File: config.mk
export PLATFORM = sky130hd
export DESIGN_NAME = rsc_regs
export DESIGN_NICKNAME = d
export VERILOG_FILES = /design/src/rtl/rsc_pkg.sv /design/src/rtl/rsc_regs.sv /design/src/rtl/rsc_snapshot.sv /design/src/rtl/rsc_word_reg.sv
export SDC_FILE = /design/constraint.sdc
export NUM_CORES = 1
export LEC_CHECK = 0
export ABC_AREA = 1
export BUFFER_PORTS_ARGS = -buffer_cell sky130_fd_sc_hd__buf_2
export CORE_MARGIN = 3
export CORE_UTILIZATION = 40
export DETAILED_ROUTE_END_ITERATION = 12
export SYNTH_ARGS = -nofsm -noshare
export SYNTH_HDL_FRONTEND = slang
export SYNTH_HIERARCHICAL = 1
export SYNTH_SLANG_ARGS = --single-unit
File: constraint.sdc
create_clock -name core_clk -period 2.5 [get_ports core_clk]
set_clock_uncertainty 0.15 [all_clocks]
set_input_delay 0.125 -clock core_clk [delete_from_list [all_inputs] [get_ports core_clk]]
set_output_delay 0.125 -clock core_clk [all_outputs]
set_load 0.02 [all_outputs]
File: src/rtl/rsc_pkg.sv
// Package: register map, field layout, reset values for the radio status/calibration bank
package rsc_pkg;
   // -----------------------------------------------------------------
   // Register indices (byte registers on a 16-bit address port)
   // -----------------------------------------------------------------
   localparam logic [15:0] ADDR_IQ_IMBALANCE_REAL_HIGH = 16'h2f6d;
   localparam logic [15:0] ADDR_IQ_IMBALANCE_REAL_LOW = 16'h2f6e;
   localparam logic [15:0] ADDR_IQ_IMBALANCE_IMAG_HIGH = 16'h2f6f;
   localparam logic [15:0] ADDR_IQ_IMBALANCE_IMAG_LOW = 16'h2f70;
   localparam logic [15:0] ADDR_DC_OFFSET_REAL_HIGH = 16'h2f69;
   localparam logic [15:0] ADDR_DC_OFFSET_REAL_LOW = 16'h2f6a;
   localparam logic [15:0] ADDR_DC_OFFSET_IMAG_HIGH = 16'h2f6b;
   localparam logic [15:0] ADDR_DC_OFFSET_IMAG_LOW = 16'h2f6c;
   localparam logic [15:0] ADDR_SELF_TEST_CONFIG = 16'h2f68;
   localparam logic [15:0] ADDR_WAKE_TIMER_COUNT_HIGH = 16'h2f64;
   localparam logic [15:0] ADDR_WAKE_TIMER_COUNT_LOW = 16'h2f65;
   localparam logic [15:0] ADDR_WAKE_TIMER_CAPTURE_HIGH = 16'h2f66;
   localparam logic [15:0] ADDR_WAKE_TIMER_CAPTURE_LOW = 16'h2f67;
   localparam logic [15:0] ADDR_SIGNAL_STRENGTH_HIGH = 16'h2f71;
   localparam logic [15:0] ADDR_SIGNAL_STRENGTH_LOW = 16'h2f72;
   localparam logic [15:0] ADDR_GAIN_OFFSET = 16'h2f73;
   // -----------------------------------------------------------------
   // Reset values and fields
   // -----------------------------------------------------------------
   localparam logic [7:0] RST_ZERO = 8'h00;
   localparam logic [7:0] RST_STRENGTH_HIGH = 8'h80;
   localparam logic [11:0] STRENGTH_INVALID = 12'h800;
   localparam logic [3:0] SELF_TEST_FIELD_MASK = 4'hf;
   localparam int STRENGTH_LOW_LSB = 3;
   localparam int STRENGTH_LOW_MSB = 6;
   localparam logic [7:0] UNMAPPED_READ = 8'h00;
endpackage : rsc_pkg

File: src/rtl/rsc_regs.sv
// Status and calibration register bank of the radio
//
// Added by the designer: the plain strobed port.
`timescale 1ns/1ns
// Behaviour
// - Timer count low byte, read-only, reset zero
// - Timer count high byte, read-only
// - Sync detect captures 16-bit timer value
// - Capture held, zero until first capture
// - Real DC offset, 16-bit read/write
// - Imaginary DC offset, 16-bit read/write
// - Real IQ imbalance, high byte at 0x2F6D
// - Imaginary IQ imbalance, 16-bit read/write
// - 12-bit strength, upper eight bits readable
// - Strength low nibble in status bits 6:3
// - Strength resets to invalid 0x800, high byte reads 0x80
// - Gain offset subtracted from reported strength
module rsc_regs import rsc_pkg::*; (
   // Clock and reset
   input wire logic core_clk,
   input wire logic reset_n,
   // Register port
   input wire logic [15:0] reg_addr,
   input wire logic [7:0] reg_wdata,
   input wire logic reg_wr,
   input wire logic reg_rd,
   output logic [7:0] reg_rdata,
   // Radio core side
   input wire logic [15:0] wake_timer_value,
   input wire logic sync_detect,
   input wire logic [11:0] strength_raw,
   input wire logic strength_update,
   output logic [15:0] dc_real_value,
   output logic [15:0] dc_imag_value,
   output logic [15:0] imbalance_real_value,
   output logic [15:0] imbalance_imag_value,
   output logic [3:0] self_test_field
);
   // ----------------------------------------------------------------
   // Decode
   // ----------------------------------------------------------------
   function automatic logic wr_hit(input logic [15:0] a, input logic [15:0] target, input logic wr);
      wr_hit = wr && (a == target);
   endfunction : wr_hit

   logic [15:0] timer_count_reg;
   logic [15:0] timer_capture_reg;
   logic [11:0] strength_reg;
   logic [11:0] strength_next;
   logic [7:0] gain_offset_reg;
   logic [3:0] self_test_reg;
   logic [7:0] rdata_reg;
   logic [7:0] rdata_next;
   logic count_high_latched_reg;
   logic [7:0] count_high_shadow_reg;

   // ----------------------------------------------------------------
   // Timer count and capture
   // ----------------------------------------------------------------
   // Running counter sampled every cycle as one word
   rsc_snapshot #(.WIDTH(16), .RESET_VALUE(16'h0000)) u_count (
      .core_clk(core_clk),
      .reset_n(reset_n),
      .load(1'b1),
      .value_in(wake_timer_value),
      .value_reg(timer_count_reg)
   );

   // Capture on sync detect, held otherwise
   rsc_snapshot #(.WIDTH(16), .RESET_VALUE(16'h0000)) u_capture (
      .core_clk(core_clk),
      .reset_n(reset_n),
      .load(sync_detect),
      .value_in(wake_timer_value),
      .value_reg(timer_capture_reg)
   );

   // Reading the low count byte freezes the high byte for the next read
   always_ff @(posedge core_clk) begin
      if (!reset_n) begin
         count_high_latched_reg <= 1'b0;
         count_high_shadow_reg <= RST_ZERO;
      end else if (reg_rd && reg_addr == ADDR_WAKE_TIMER_COUNT_LOW) begin
         count_high_latched_reg <= 1'b1;
         count_high_shadow_reg <= timer_count_reg[15:8];
      end else if (reg_rd && reg_addr == ADDR_WAKE_TIMER_COUNT_HIGH) begin
         count_high_latched_reg <= 1'b0;
      end
   end

   // ----------------------------------------------------------------
   // Calibration words
   // ----------------------------------------------------------------
   rsc_word_reg u_dc_real (
      .core_clk(core_clk),
      .reset_n(reset_n),
      .wr_high(wr_hit(reg_addr, ADDR_DC_OFFSET_REAL_HIGH, reg_wr)),
      .wr_low(wr_hit(reg_addr, ADDR_DC_OFFSET_REAL_LOW, reg_wr)),
      .wr_data(reg_wdata),
      .word_reg(dc_real_value)
   );

   rsc_word_reg u_dc_imag (
      .core_clk(core_clk),
      .reset_n(reset_n),
      .wr_high(wr_hit(reg_addr, ADDR_DC_OFFSET_IMAG_HIGH, reg_wr)),
      .wr_low(wr_hit(reg_addr, ADDR_DC_OFFSET_IMAG_LOW, reg_wr)),
      .wr_data(reg_wdata),
      .word_reg(dc_imag_value)
   );

   rsc_word_reg u_iq_real (
      .core_clk(core_clk),
      .reset_n(reset_n),
      .wr_high(wr_hit(reg_addr, ADDR_IQ_IMBALANCE_REAL_HIGH, reg_wr)),
      .wr_low(wr_hit(reg_addr, ADDR_IQ_IMBALANCE_REAL_LOW, reg_wr)),
      .wr_data(reg_wdata),
      .word_reg(imbalance_real_value)
   );

   rsc_word_reg u_iq_imag (
      .core_clk(core_clk),
      .reset_n(reset_n),
      .wr_high(wr_hit(reg_addr, ADDR_IQ_IMBALANCE_IMAG_HIGH, reg_wr)),
      .wr_low(wr_hit(reg_addr, ADDR_IQ_IMBALANCE_IMAG_LOW, reg_wr)),
      .wr_data(reg_wdata),
      .word_reg(imbalance_imag_value)
   );

   // ----------------------------------------------------------------
   // Self-test and gain offset
   // ----------------------------------------------------------------
   // Only the low nibble is stored; upper bits do not exist
   always_ff @(posedge core_clk) begin
      if (!reset_n) begin
         self_test_reg <= RST_ZERO[3:0];
      end else if (wr_hit(reg_addr, ADDR_SELF_TEST_CONFIG, reg_wr)) begin
         self_test_reg <= reg_wdata[3:0] & SELF_TEST_FIELD_MASK;
      end
   end
   assign self_test_field = self_test_reg;

   // Signed offset in whole dB, applied to later measurements
   always_ff @(posedge core_clk) begin
      if (!reset_n) begin
         gain_offset_reg <= RST_ZERO;
      end else if (wr_hit(reg_addr, ADDR_GAIN_OFFSET, reg_wr)) begin
         gain_offset_reg <= reg_wdata;
      end
   end

   // ----------------------------------------------------------------
   // Signal strength
   // ----------------------------------------------------------------
   // Offset is in whole dB, strength in sixteenths; invalid passes through
   always_comb begin
      if (strength_raw == STRENGTH_INVALID) begin
         strength_next = STRENGTH_INVALID;
      end else begin
         strength_next = 12'(strength_raw - {gain_offset_reg, 4'h0});
      end
   end

   // Full 12-bit word updates at once so both bytes match
   always_ff @(posedge core_clk) begin
      if (!reset_n) begin
         strength_reg <= STRENGTH_INVALID;
      end else if (strength_update) begin
         strength_reg <= strength_next;
      end
   end

   // ----------------------------------------------------------------
   // Read path
   // ----------------------------------------------------------------
   always_comb begin
      unique case (reg_addr)
         ADDR_WAKE_TIMER_COUNT_HIGH: begin
            rdata_next = count_high_latched_reg ? count_high_shadow_reg : timer_count_reg[15:8];
         end
         ADDR_WAKE_TIMER_COUNT_LOW: rdata_next = timer_count_reg[7:0];
         ADDR_WAKE_TIMER_CAPTURE_HIGH: rdata_next = timer_capture_reg[15:8];
         ADDR_WAKE_TIMER_CAPTURE_LOW: rdata_next = timer_capture_reg[7:0];
         ADDR_SELF_TEST_CONFIG: rdata_next = {4'h0, self_test_reg};
         ADDR_DC_OFFSET_REAL_HIGH: rdata_next = dc_real_value[15:8];
         ADDR_DC_OFFSET_REAL_LOW: rdata_next = dc_real_value[7:0];
         ADDR_DC_OFFSET_IMAG_HIGH: rdata_next = dc_imag_value[15:8];
         ADDR_DC_OFFSET_IMAG_LOW: rdata_next = dc_imag_value[7:0];
         ADDR_IQ_IMBALANCE_REAL_HIGH: rdata_next = imbalance_real_value[15:8];
         ADDR_IQ_IMBALANCE_REAL_LOW: rdata_next = imbalance_real_value[7:0];
         ADDR_IQ_IMBALANCE_IMAG_HIGH: rdata_next = imbalance_imag_value[15:8];
         ADDR_IQ_IMBALANCE_IMAG_LOW: rdata_next = imbalance_imag_value[7:0];
         ADDR_SIGNAL_STRENGTH_HIGH: rdata_next = strength_reg[11:4];
         ADDR_SIGNAL_STRENGTH_LOW: rdata_next = {1'b0, strength_reg[3:0], 3'h0};
         ADDR_GAIN_OFFSET: rdata_next = gain_offset_reg;
         default: rdata_next = UNMAPPED_READ;
      endcase
   end

   // Read data stands one cycle after the strobe, zero otherwise
   always_ff @(posedge core_clk) begin
      if (!reset_n) begin
         rdata_reg <= RST_ZERO;
      end else if (reg_rd) begin
         rdata_reg <= rdata_next;
      end else begin
         rdata_reg <= RST_ZERO;
      end
   end
   assign reg_rdata = rdata_reg;
endmodule : rsc_regs

File: src/rtl/rsc_snapshot.sv
// Snapshot register: loads a value on a strobe, holds it otherwise
`timescale 1ns/1ns
module rsc_snapshot import rsc_pkg::*; #(
   parameter int WIDTH = 16,
   parameter logic [WIDTH-1:0] RESET_VALUE = '0
) (
   // Clock and reset
   input wire logic core_clk,
   input wire logic reset_n,
   // Load side
   input wire logic load,
   input wire logic [WIDTH-1:0] value_in,
   // Held value
   output logic [WIDTH-1:0] value_reg
);
   // Whole word loads in one edge so its bytes never mix samples
   always_ff @(posedge core_clk) begin
      if (!reset_n) begin
         value_reg <= RESET_VALUE;
      end else if (load) begin
         value_reg <= value_in;
      end
   end
endmodule : rsc_snapshot

File: src/rtl/rsc_word_reg.sv
// Software-written 16-bit value held as a high and a low byte
`timescale 1ns/1ns
module rsc_word_reg import rsc_pkg::*; (
   // Clock and reset
   input wire logic core_clk,
   input wire logic reset_n,
   // Byte write strobes
   input wire logic wr_high,
   input wire logic wr_low,
   input wire logic [7:0] wr_data,
   // Held value
   output logic [15:0] word_reg
);
   // Each byte updates on its own strobe, both clear at reset
   always_ff @(posedge core_clk) begin
      if (!reset_n) begin
         word_reg <= {RST_ZERO, RST_ZERO};
      end else begin
         if (wr_high) begin
            word_reg[15:8] <= wr_data;
         end
         if (wr_low) begin
            word_reg[7:0] <= wr_data;
         end
      end
   end
endmodule : rsc_word_reg

; Word level (Yosys, flattened, before mapping)
; Cells that the tools add are included.
[classes]
addsub = 1
multipliers = 0
div = 0
magnitude_cmp = 0
eq_ne = 17
shifts = 0
n_mux = 5
bitwise_logic = 0
reduce_logical = 14
[ops]
columns = operator, n
row1 = $eq A16 B14 Y1 const B, 16
row2 = $pmux W8 S16, 1
row3 = $eq A12 B12 Y1 const B, 1
row4 = $logic_and A1 B1 Y1, 12
row5 = $mux W12, 1
row6 = $sub A12 B12 Y12, 1
row7 = $mux W8, 1
row8 = $mux W1, 2
row9 = $reduce_and A2 Y1, 1
row10 = $reduce_bool A2 Y1, 1
[totals]
reg_bits = 137
latchBits = 0
ram_bits = 0
rom_bits = 0
in_bits = 58
output_inout_bits = 76
elab_cells = 53
memories = 0

; Longest topological paths before layout
; Gate-level depths: netlist of the first run.
[depth]
depth_word = 4
depth_mapped = 14
depth_no_buf = 13

; By module
; The synthesis of the first run kept the hierarchy.
[modules_own_cells]
columns = module, instances, cells_each, area_each_um2, seq_area_each_um2
row1 = rsc_regs, 1, 554, 3275.6, 820.8
row2 = rsc_word_reg, 4, 94, 675.6, 320.3
row3 = rsc_snapshot, 2, 101, 674.4, 320.3

; Worst setup path before layout of the first run
; OpenSTA, ideal clock, no wires.
[synth_path]
path_type = reg-to-reg
from = reg gain_offset_reg[0]
to = reg strength_reg[10]
setup_time_ns = 0.132
arrival_ns = 1.467
t_required_ns = 2.218
slack_ns = 0.750
path_stages_with_launch = 9
n_path_buf = 0
period_less_slack_ns = 1.750
cell_sequence = dfxtp_1 ha_1 inv_1 fa_1 nand4_1 nand3_1 or2_2 nand3_1 a21oi_1
[synth_via]
elab_chain_cells = 2
[synth_lines]
columns = element, line
row1 = "start, declared", rsc_regs.sv:50  ; logic [7:0] gain_offset_reg;
row2 = "start signal, assigned", rsc_regs.sv:148  ; gain_offset_reg <= reg_wdata;
row3 = $sub A12 B12 Y12, rsc_regs.sv:160  ; strength_next = 12'(strength_raw - {gain_offset_reg, 4'h0});
row4 = $mux W12, rsc_regs.sv:157  ; if (strength_raw == STRENGTH_INVALID) begin
row5 = "end signal, assigned", rsc_regs.sv:169  ; strength_reg <= strength_next;
row6 = "end, declared", rsc_regs.sv:48  ; logic [11:0] strength_reg;
; No other way between the ends.
; A chain may end at the register's enable or synchronous reset.

; Final worst setup path of the first run
[layout_path]
from = reg gain_offset_reg[4]
to = reg strength_reg[11]
; The elaborated chain is that of the path after synthesis.

==> metrics, run 1 <==
status=finished, final reports clean; Syn. warnings=6; placeable core region=0.0176 mm^2; Distinct cells, synth=37; setup_tns=0 ns; post-synth top area cell=dfxtp_1; Initial Util=41.6%; Synth Area in Adders=1.47%; share of the synthesized area in the top cell type=37.4%; R2R Setup Slk=0.08 ns; NetSw=approximately 1.3 mW; vias=roughly 7,300; mapped cell area=about 0.0073 mm^2; first-pass GRT wire length=36.8 mm; max_cap viols=0; Period minus WS final=2.42 ns; Slew @ Worst Pin=slightly below 0.6 ns; clock buffer depth=2; RR Endpoint=strength_reg[11]$_SDFFE_PN1P_; CP required=2.66 ns; final-report max-slew violation count=0; row cnt=48; final worst path period share=96.7%; max frequency=slightly above 0.4 GHz; leakage power total=4.39 nW; final net count=1,356; Top delay family on crit path=compound AO/OA/AOI/OAI gates; CP endpoint=strength_reg[11]$_SDFFE_PN1P_; Worst Setup End Kind=flip-flop; sequential-to-total area share from yosys stat=between 30 and 40%; Synth Area in Compound Gates=5.43%; post-synthesis mux area share=0%; Detailed Place HPWL=17.9 mm; chip height=141 um; Vias per Instance=approximately 4.8; CTS tree=done; Final Hold Fails=0; Syn Inst Count=1,132; Worst Hold Slack=0.0132 ns; CP dominant cell by count=a21oi_1; Simple-Gate Fraction of Synth Area=42.2%; PD cells=577 mW/mm^2; Tot Pwr=approximately 5 mW; synth top area cells=dfxtp_1 37%, nand2_1 17%, nor2_1 14%; Mean Syn Cell Area=6.47 um^2; Max-slew headroom=between 60% and 70%; antenna violations before repair=0; gr ovfl total=0; Cell Int Power=3.86 mW; Comb pwr share=under 10%; clock network fraction of total power=47.6%; RSZ-0062 raised after global routing=false; Diodes inserted=0; largest net degree at the start of global routing=49; DRC=0; Seq pwr share=44.2%; critical path class=reg2reg; worst r2r src=gain_offset_reg[4]$_SDFFE_PN0P_; Yosys reg bits=137; Clock transition at path regs=0.06 ns; RePlAce Congestion=roughly 0.95; Min-Delay Path Class=in2reg; detailed-router iteration count before antenna repair=5; Critical Path Start=gain_offset_reg[4]$_SDFFE_PN0P_; CP Depth=9; xor/xnor share of the synthesized area=less than 1%; Die ar.=around 0.02 mm^2; Peak VDD IR=approximately 0.49 mV; TritonCTS Buffers=17; slowest CP cell=dlygate4sd3_1; IO Count=134; WP buf/inv=2; Iter 0 DRT Violations=~610; clock root buffer=clkbuf_16; DR WL/cell=15.4 um; vias in the first global route=6,600; CTS H-tree depth=4; Synth async-reset ratio=0%; Sink Count=roughly 140; r2r worst-path depth=9; Post-synth EDFFs=0; largest family of logic cells by synthesized area=simple AND/OR/NAND/NOR gates; Sw Share=around a quarter; Routed Antenna Nets=0; die width=roughly 140 um; Worst Path Max Fanout=5; Finished Core Util=50.5%; worst-path cell chain=inv_1 > ha_1 > a21oi_1 > nor2_1 > a211oi_1 > a21oi_1 > o21ai_0 > dlygate4sd3_1 > nand2_1; crit-path max cell delay=0.56 ns; Layout Cells excl Fill=around 1,500; Worst Setup Start Kind=flip-flop; placed cells=1,461; Primary FF master, synth=dfxtp_1; CP Data Arrival Time=2.58 ns; Setup violations, final=0; min-delay src=reset_n; Worst-Skew Late Latency=0.42 ns; layout cells sized above 1=18.5%; area delta synth->final=21.4%; routed wire length=about 24 mm; PortBufs=133; GRT Total Usage=23.6%
==> what timing repair did <==
item                                   CTS  global route
setup endpoints to repair                0             1
resized for setup                        0             2
buffers inserted                         0             0
hold buffers                            35             0
endpoints found under the hold margin   83             0
==> how the worst min path moves through the flow <==
stage                                           to  slack [ns]  cells past startpoint
4_1_cts        u_capture/value_reg[8]$_SDFFE_PN0P_     0.00007                      3
3_5_place_dp          strength_reg[2]$_SDFFE_PN0P_        0.25                      3
2_1_floorplan        strength_reg[11]$_SDFFE_PN1P_        0.11                      2
5_1_grt        u_capture/value_reg[8]$_SDFFE_PN0P_        0.02                      3
3_3_place_gp          strength_reg[2]$_SDFFE_PN0P_        0.25                      3
6_report        u_count/value_reg[10]$_SDFFE_PN0P_        0.01                      3
==> metrics by stage <==
| stage | instance area, um^2 | setup WS (ns) |
|---|---|---|
| 3_3_place_gp | 7970 | 0.458 |
| 2_1_floorplan | 7340 | 0.750 |
| 3_5_place_dp | 7970 | 0.452 |
| 6_report | 8890 | 0.0827 |
| 5_1_grt | 8890 | 0.00210 |
| 4_1_cts | 8890 | 0.106 |
==> synth_stat cells (2+ instances only) <==
master,count
nor2_1,265
nand3_1,44
nand2_1,336
buf_8,12
nor3_1,6
nor2_4,11
nand3_4,2
buf_6,15
inv_1,123
nand3_2,2
a21oi_1,33
xor2_1,2
buf_2,4
buf_4,8
clkbuf_2,2
a211oi_1,4
nand4_1,29
clkbuf_1,6
nand2_2,18
inv_2,8
or2_2,2
o21ai_0,34
dfxtp_1,137
ha_1,7
nor2_2,10
==> cell families (layout without fill, tap and decap cells) <==
family | count (synthesis) | after routing
other | 1 | 5
DFF | 137 | 137
AOI/OAI and AO/OA | 75 | 75
buffers and inverters | 178 | 344
adders and majority gates | 8 | 8
xor gates and xnor gates | 3 | 3
and+or+nand+nor | 730 | 730
==> power by group through the flow <==
stage | clock network, mW | registers, mW | logic (mW)
4_1_cts | 2.46 | 2.27 | 0.414
3_5_place_dp | 0 | 2.31 | 0.371
5_1_grt | 2.57 | 2.27 | 0.476
6_report | 2.44 | 2.27 | 0.420
3_3_place_gp | 0 | 2.31 | 0.370
2_1_floorplan | 0 | 2.30 | 0.256
==> cell usage in the layout, fill, tap and decap left out, types with 5 or more instances in the layout <==
| cell | synthesis | routed |
|---|---|---|
| nand2_1 | 336 | 336 |
| nor2_1 | 265 | 264 |
| dfxtp_1 | 137 | 136 |
| buf_2 | 4 | 132 |
| inv_1 | 123 | 123 |
| nand3_1 | 44 | 44 |
| dlygate4sd3_1 | 0 | 35 |
| o21ai_0 | 34 | 34 |
| a21oi_1 | 33 | 33 |
| nand4_1 | 29 | 29 |
| nand2_2 | 18 | 18 |
| clkbuf_16 | 0 | 17 |
| buf_4 | 8 | 14 |
| nor2_4 | 11 | 11 |
| nor2_2 | 10 | 11 |
| inv_2 | 8 | 8 |
| ha_1 | 7 | 6 |
| conb_1 | 1 | 5 |
==> area by class of cell <==
type,instances,area [um^2]
clock buffer,21,480
fill,1894,8700
tap,225,282
timing repair buffer,182,1140
inverter,131,492
sequential,137,2740
clock inverter,10,93.8
multi-input combinational,821,3670
==> worst register-to-register path, stage by stage (launching register included) <==
cell and delay (ns):
dfxtp_1 0.36, inv_1 0.09, ha_1 0.34, a21oi_1 0.20
nor2_1 0.07, a211oi_1 0.25, a21oi_1 0.10, o21ai_0 0.15
dlygate4sd3_1 0.56, nand2_1 0.05
==> layer usage <==
| layer | track usage, % | vias to the layer above | share of wire, % |
|---|---|---|---|
| met1 | 34.5 | 3269 | 48 |
| met3 | 3.61 | 29 | 6.0 |
| met4 | 7.55 | 0 | 2.0 |
| met2 | 35.8 | 202 | 44 |
| li1 | - | 3767 | - |
| met5 | 0 | - | 0 |
No activity file was read; power rests on OpenSTA's default activity.
==> run 2, diff against run 1 <==
--- a/config.mk
+++ b/config.mk
@@ -12,5 +12,4 @@
 export DETAILED_ROUTE_END_ITERATION = 12
 export SYNTH_ARGS = -nofsm -noshare
 export SYNTH_HDL_FRONTEND = slang
-export SYNTH_HIERARCHICAL = 1
 export SYNTH_SLANG_ARGS = --single-unit
==> run 2 against run 1 <==
Net effect:
- synthesized cell count down 13%
- critical endpoint unchanged
- largest power group unchanged
- die area down 9.1%
- non-clock buffer count up 1
- largest cell class unchanged
- first-iteration DRC count down 10%
- highest routed layer unchanged
- sequential share of layout area up 1.6 points
- area after synthesis down 9.5%
- worst hold slack better by 0.0044 ns
- total power up 2.8%
- cell count down 11%
- fmax up 6.7%
- register-to-register slack better by 0.15 ns
- core utilization up 2.0 points
==> metrics, run 2 <==
detailed-router iteration count before antenna repair=5 (unchanged); clock buffer depth=2 (unchanged); vias in the first global route=6,253 (was 6,600); final worst path period share=90.6% (was 96.7%); Min-Delay Path Class=in2reg (unchanged); routed wl met3=1.34 mm (was 1.40 mm); Post-synth top cells=198 x nand2_1, 161 x nor2_1, 137 x dfxtp_1 (was 336 x nand2_1, 265 x nor2_1, 137 x dfxtp_1); Vias per Instance=5.05 (was 4.76); PD cells=624 mW/mm^2 (was 577 mW/mm^2); RSZ-0062 raised after global routing=false (unchanged); Final Hold Fails=0 (unchanged); Max-slew headroom=39.0% (was 61.6%); placed cells=1,295 (was 1,461); first-pass GRT wire length=33.6 mm (was 36.8 mm); Synth async-reset ratio=0% (unchanged); synthesized netlist net count=between 1,000 and 1,500; Routed Antenna Nets=0 (unchanged); GRT Total Usage=23.7% (was 23.6%); commonest cells after routing, fill and taps aside=198 x nand2_1, 161 x nor2_1, 137 x dfxtp_1 (was 336 x nand2_1, 264 x nor2_1, 136 x dfxtp_1); Primary FF master, synth=dfxtp_1 (unchanged); top sig layer=met4 (unchanged); critical path class=reg2reg (unchanged); antenna violations before repair=0 (unchanged); synth top area cells=dfxtp_1 41%, nand2_1 11%, nor2_1 9.1% (was dfxtp_1 37%, nand2_1 17%, nor2_1 14%); PortBufs=133 (unchanged); Cell Int Power=4.04 mW (was 3.86 mW); worst r2r src=gain_offset_reg[2]$_SDFFE_PN0P_ (was gain_offset_reg[4]$_SDFFE_PN0P_); Die ar.=0.0181 mm^2 (was 0.0200 mm^2); clock network fraction of total power=50.6% (was 47.6%); gr ovfl total=0 (unchanged); Mean Syn Cell Area=6.76 um^2 (was 6.47 um^2); Clock transition at path regs=0.06 ns (about the same); Period minus WS final=2.26 ns (was 2.42 ns); Syn Inst Count=980 (was 1,132); status=finished, final reports clean (unchanged); slowest CP cell=dlygate4sd3_1 (unchanged); Worst-Skew Late Latency=0.42 ns (about the same); DRC=0 (unchanged); max frequency=0.442 GHz (was 0.414 GHz); CTS tree=done (unchanged); row cnt=46 (was 48); RePlAce Congestion=0.886 (was 0.952); routed wire length=21.4 mm (was 23.5 mm); sequential-to-total area share from yosys stat=41.4% (was 37.4%); setup_tns=0 ns (unchanged); Iter 0 DRT Violations=549 (was 611); NetSw=1.23 mW (was 1.27 mW); Seq pwr share=42.6% (was 44.2%); IO Count=134 (unchanged); Yosys reg bits=137 (unchanged); Worst Path Max Fanout=5 (unchanged); most numerous cell in the Yosys netlist=nand2_1 (unchanged); vias=6,898 (was 7,267); M1 wire length=9.76 mm (was 11.3 mm); CP Data Arrival Time=2.43 ns (was 2.58 ns); placeable core region=0.0161 mm^2 (was 0.0176 mm^2); Layout Cells excl Fill=1,365 (was 1,527); metal2 WL=9.90 mm (was 10.3 mm); Design Area, Final=0.00844 mm^2 (was 0.00889 mm^2); Sw Share=23.4% (was 24.7%); Setup violations, final=0 (unchanged); Critical Path Start=gain_offset_reg[2]$_SDFFE_PN0P_ (was gain_offset_reg[4]$_SDFFE_PN0P_); Syn. warnings=0 (was 6); clock root buffer=clkbuf_16 (unchanged); Initial Util=41.3% (was 41.6%); mapped cell area=0.00663 mm^2 (was 0.00733 mm^2); area delta synth->final=27.4% (was 21.4%); Distinct cells, synth=29 (was 37); CP required=2.66 ns (about the same); Post-synth EDFFs=0 (unchanged); Worst Setup End Kind=flip-flop (unchanged); postcts setup bufs=0 (unchanged); Peak VDD IR=0.468 mV (was 0.495 mV); most common cell after layout, fill and taps aside=nand2_1 (unchanged); max_cap viols=0 (unchanged); Comb pwr share=6.8% (was 8.2%); min-delay src=reset_n (unchanged); die width=135 um (was 141 um); leakage power total=3.86 nW (was 4.39 nW); share of the synthesized area in the top cell type=41.4% (was 37.4%); Worst Setup Start Kind=flip-flop (unchanged); final-report max-slew violation count=0 (unchanged); chip height=135 um (was 141 um); Diodes inserted=0 (unchanged); final net count=1,203 (was 1,356); TritonCTS Buffers=17 (unchanged); layout cells sized above 1=19.2% (was 18.5%); Sink Count=137 (unchanged); largest net degree at the start of global routing=61 (was 49); Finished Core Util=52.6% (was 50.5%); Slew @ Worst Pin=0.914 ns (was 0.577 ns); Detailed Place HPWL=15.3 mm (was 17.9 mm); CP dominant cell by count=nand2_1 (was a21oi_1); DP Area=0.00743 mm^2 (was 0.00797 mm^2); Fillers=1,602 (was 1,894); DR WL/cell=15.7 um (was 15.4 um); CTS H-tree depth=4 (unchanged); crit-path max cell delay=0.55 ns (was 0.56 ns); post-synth top area cell=dfxtp_1 (unchanged); worst-path cell chain=inv_1 > ha_1 > a21oi_1 > nand2_1 > nand3_1 > nand2_1 > nand2_1 > nand3_1 > nand2_1 > dlygate4sd3_1 > nand2_1 (was inv_1 > ha_1 > a21oi_1 > nor2_1 > a211oi_1 > a21oi_1 > o21ai_0 > dlygate4sd3_1 > nand2_1)
## run 2: cell count changes after synthesis, sizes merged, moves of 28 or more
| cell | change |
|---|---|
| a21oi | +68 |
| o21ai | +60 |
| nor2 | -102 |
| nand4 | -28 |
| nand3 | +73 |
| nand2 | -149 |
| inv | -61 |
## run 2: cells by family after synthesis
group / share of synthesized area, %
AO/OA/AOI/OAI: 15.2
XOR/XNOR: 0.397
adder cells (fa/ha/maj): 1.62
buffers and inverters: 7.23
flip-flops: 41.4
AND/OR/NAND/NOR: 34.2
## run 2: routing by layer
layer,vias to the layer above,global-route usage [%]
met5,-,0
met4,0,6.79
met3,35,4.92
met2,225,37.2
met1,3130,33.0
li1,3508,-
## run 2: power groups by stage
stage / Sequential (mW) / Clock, mW / Combinational [mW]
floorplan: 2.29 / 0 / 0.185
global placement: 2.29 / 0 / 0.309
detailed placement: 2.29 / 0 / 0.308
CTS: 2.25 / 2.69 / 0.357
global route: 2.25 / 2.80 / 0.400
finish: 2.25 / 2.67 / 0.358
## run 2: cell type report
cell class	count	area [um^2]	area share [%]
Clock buffer	17	425	5.04
Clock inverter	14	195	2.31
Inverter	70	263	3.11
Multi-Input combinational cell	728	3410	40.3
Sequential cell	137	2740	32.5
Tap cell	216	270	3.20
Timing Repair Buffer	183	1140	13.5
## run 2: final timing paths
kind                                                end  slack (ns)  depth (start not counted)
setup / recovery          strength_reg[11]$_SDFFE_PN1P_        0.24                         11
hold / removal          u_count.value_reg[0]$_SDFF_PN0_        0.02                          3
setup reg to reg          strength_reg[11]$_SDFFE_PN1P_        0.24                         11
hold reg to reg   count_high_shadow_reg[7]$_SDFFE_PN0P_        0.30                          2
## run 2: what timing repair did
item	in CTS	in global routing
hold buffers	39	0
resized for setup	0	1
endpoints found under the setup margin	0	1
hold endpoints to repair	66	0
## run 2: critical path, delay by kind of cell, from the launching register on
kind	cells	cell delay (ns)
AOI/OAI and AO/OA	1	0.16
DFF	1	0.33
buffers and inverters	2	0.64
and+or+nand+nor	7	0.54
adders and majority gates	1	0.36
## run 2: stage by stage
step	worst slack (ns)	power, mW	hold WS [ns]
floorplan	0.757	2.47	0.0685
global placement	0.577	2.60	0.174
detailed placement	0.557	2.60	0.176
CTS	0.204	5.29	0.00373
global route	0.0430	5.45	0.0175
finish	0.236	5.27	0.0176
==> run 3, diff against run 2 <==
--- a/config.mk
+++ b/config.mk
@@ -10,6 +10,7 @@
 export CORE_MARGIN = 3
 export CORE_UTILIZATION = 40
 export DETAILED_ROUTE_END_ITERATION = 12
+export RECOVER_POWER = 25
 export SYNTH_ARGS = -nofsm -noshare
 export SYNTH_HDL_FRONTEND = slang
 export SYNTH_SLANG_ARGS = --single-unit
==> run 3 against run 2 <==
Net effect:
- sequential share of layout area grew 0.20 points
- total power is essentially flat
- sequential power is essentially flat
==> metrics, run 3 (synthesis gave the netlist of run 2 again) <==
status=finished, final reports clean (unchanged); area delta synth->final=26.6% (was 27.4%); Fillers=1,615 (was 1,602); PD cells=628 mW/mm^2 (was 624 mW/mm^2); CP Data Arrival Time=2.42 ns (was 2.43 ns); slowest CP cell=dlygate4sd3_1 (unchanged); final worst path period share=90.4% (was 90.6%); antenna violations before repair=0 (unchanged); Top delay family on crit path=buffers and inverters (unchanged); Sink Count=137 (unchanged); clock buffer depth=2 (unchanged); Worst Path Max Fanout=5 (unchanged); placeable core region=0.0161 mm^2 (unchanged); Peak VDD IR=0.468 mV (about the same); largest net degree at the start of global routing=61 (unchanged); die width=135 um (unchanged); worst-path cell chain=inv_1 > ha_1 > a21oi_1 > nand2_1 > nand3_1 > nand2_1 > nand2_1 > nand3_1 > nand2_1 > dlygate4sd3_1 > nand2_1 (unchanged); Setup violations, final=0 (unchanged); Layout Cells excl Fill=1,365 (unchanged); vias in the first global route=6,253 (unchanged); Vias per Instance=5.09 (was 5.05); commonest cells after routing, fill and taps aside=198 x nand2_1, 161 x nor2_1, 137 x dfxtp_1 (unchanged); CTS H-tree depth=4 (unchanged); Detailed Place HPWL=15.3 mm (unchanged); leakage power total=3.69 nW (was 3.86 nW); Placement Setup Slack=0.557 ns (unchanged); detailed-router iteration count before antenna repair=5 (unchanged); Period minus WS final=2.26 ns (about the same); first-pass GRT wire length=33.6 mm (unchanged); WP buf/inv=2 (unchanged); clock network fraction of total power=50.6% (about the same); postcts setup bufs=0 (unchanged); Clock transition at path regs=0.06 ns (about the same); Max-slew headroom=33.9% (was 39.0%); CP dominant cell by count=nand2_1 (unchanged); gr ovfl total=0 (unchanged); vias=6,945 (was 6,898); Cell Int Power=4.04 mW (about the same); IO Count=134 (unchanged); Min-Delay Path Class=in2reg (unchanged); final-report max-slew violation count=0 (unchanged); Final Hold Fails=0 (unchanged); Worst Setup Start Kind=flip-flop (unchanged); worst setup margin=0.240 ns (was 0.236 ns); Initial Util=41.3% (unchanged); crit-path max cell delay=0.55 ns (about the same); area of the multi-input gates=0.00341 mm^2 (unchanged); Diodes inserted=0 (unchanged); Seq pwr share=42.7% (was 42.6%); critical path class=reg2reg (unchanged); Comb pwr share=6.8% (about the same); PortBufs=133 (unchanged); DP Area=0.00743 mm^2 (unchanged); Routed Antenna Nets=0 (unchanged); Worst-Skew Late Latency=0.42 ns (about the same); DR WL/cell=15.7 um (about the same); max_cap viols=0 (unchanged); CP required=2.66 ns (about the same); Hold Crit Depth=4 (was 3); TritonCTS Buffers=17 (unchanged); CP Depth=11 (unchanged); final net count=1,203 (unchanged); DRC=0 (unchanged); Iter 0 DRT Violations=546 (was 549); clock root buffer=clkbuf_16 (unchanged); sequential cell area=0.00274 mm^2 (unchanged); Worst Hold Slack=0.0185 ns (was 0.0176 ns); Worst Setup End Kind=flip-flop (unchanged); chip height=135 um (unchanged); CTS tree=done (unchanged); row cnt=46 (unchanged); Design Area, Final=0.00839 mm^2 (was 0.00844 mm^2); routed wire length=21.4 mm (about the same); max frequency=0.442 GHz (about the same); RSZ-0062 raised after global routing=false (unchanged); most common cell after layout, fill and taps aside=nand2_1 (unchanged); GRT Total Usage=23.7% (unchanged); setup_tns=0 ns (unchanged); layout cells sized above 1=15.8% (was 19.2%); r2r worst-path depth=11 (unchanged); Sw Share=23.4% (about the same); NetSw=1.23 mW (about the same); RePlAce Congestion=0.886 (unchanged); placed cells=1,295 (unchanged); Slew @ Worst Pin=0.991 ns (was 0.914 ns); Die ar.=0.0181 mm^2 (unchanged)
==> run 3: cell types whose count changed in the layout (fill, tap and decap cells not counted) <==
cell,delta
clkbuf_1,+39
buf_2,-38
buf_4,-1
==> run 3: power groups by stage <==
| stage | Sequential, mW | Clock, mW | Combinational [mW] |
|---|---|---|---|
| after detailed placement | 2.29 | 0 | 0.308 |
| after floorplan | 2.29 | 0 | 0.185 |
| final | 2.25 | 2.66 | 0.357 |
| after CTS | 2.25 | 2.69 | 0.357 |
| after global routing | 2.25 | 2.80 | 0.400 |
| after global placement | 2.29 | 0 | 0.309 |
==> run 3: final timing paths <==
kind / slack (ns) / from / endpoint
setup reg to reg: 0.24 / gain_offset_reg[2]$_SDFFE_PN0P_ / strength_reg[11]$_SDFFE_PN1P_
hold reg to reg: 0.30 / u_count.value_reg[15]$_SDFF_PN0_ / count_high_shadow_reg[7]$_SDFFE_PN0P_
hold / removal: 0.02 / reg_rd / count_high_latched_reg$_SDFFE_PN0P_
setup / recovery: 0.24 / gain_offset_reg[2]$_SDFFE_PN0P_ / strength_reg[11]$_SDFFE_PN1P_
==> run 3: timing repair <==
| action | 4_1_cts | 5_1_grt |
|---|---|---|
| hold buffers | 39 | 0 |
| endpoints found under the setup margin | 0 | 1 |
| gates resized for setup | 0 | 1 |
| endpoints found under the hold margin | 66 | 0 |
==> run 3: per-stage QoR <==
step | util, % | total power, mW
final | 52.2 | 5.27
after global routing | 52.2 | 5.45
after CTS | 52.6 | 5.29
after detailed placement | 46.3 | 2.60
after global placement | 46.3 | 2.60
after floorplan | - | 2.47
==> run 3: routing by layer <==
| metal | vias up | part of all wire (%) | GRT usage [%] |
|---|---|---|---|
| li1 | 3508 | - | - |
| met1 | 3162 | 46 | 33.0 |
| met2 | 244 | 46 | 37.2 |
| met3 | 31 | 6.0 | 4.92 |
| met4 | 0 | 1.7 | 6.79 |
| met5 | - | 0 | 0 |
==> run 3: area by class of cell <==
class / count / share of cell area (%)
Timing Repair Buffer: 183 / 13.0
Inverter: 70 / 3.13
Sequential cell: 137 / 32.7
Clock buffer: 17 / 5.07
Clock inverter: 14 / 2.33
Tap cell: 216 / 3.22
Multi-Input combinational cell: 728 / 40.6
==> run 3: worst min-delay path, cell delays in order <==
cell     delay, ns
buf_2         0.12
inv_1         0.10
o31ai_1       0.09
a21oi_1       0.11
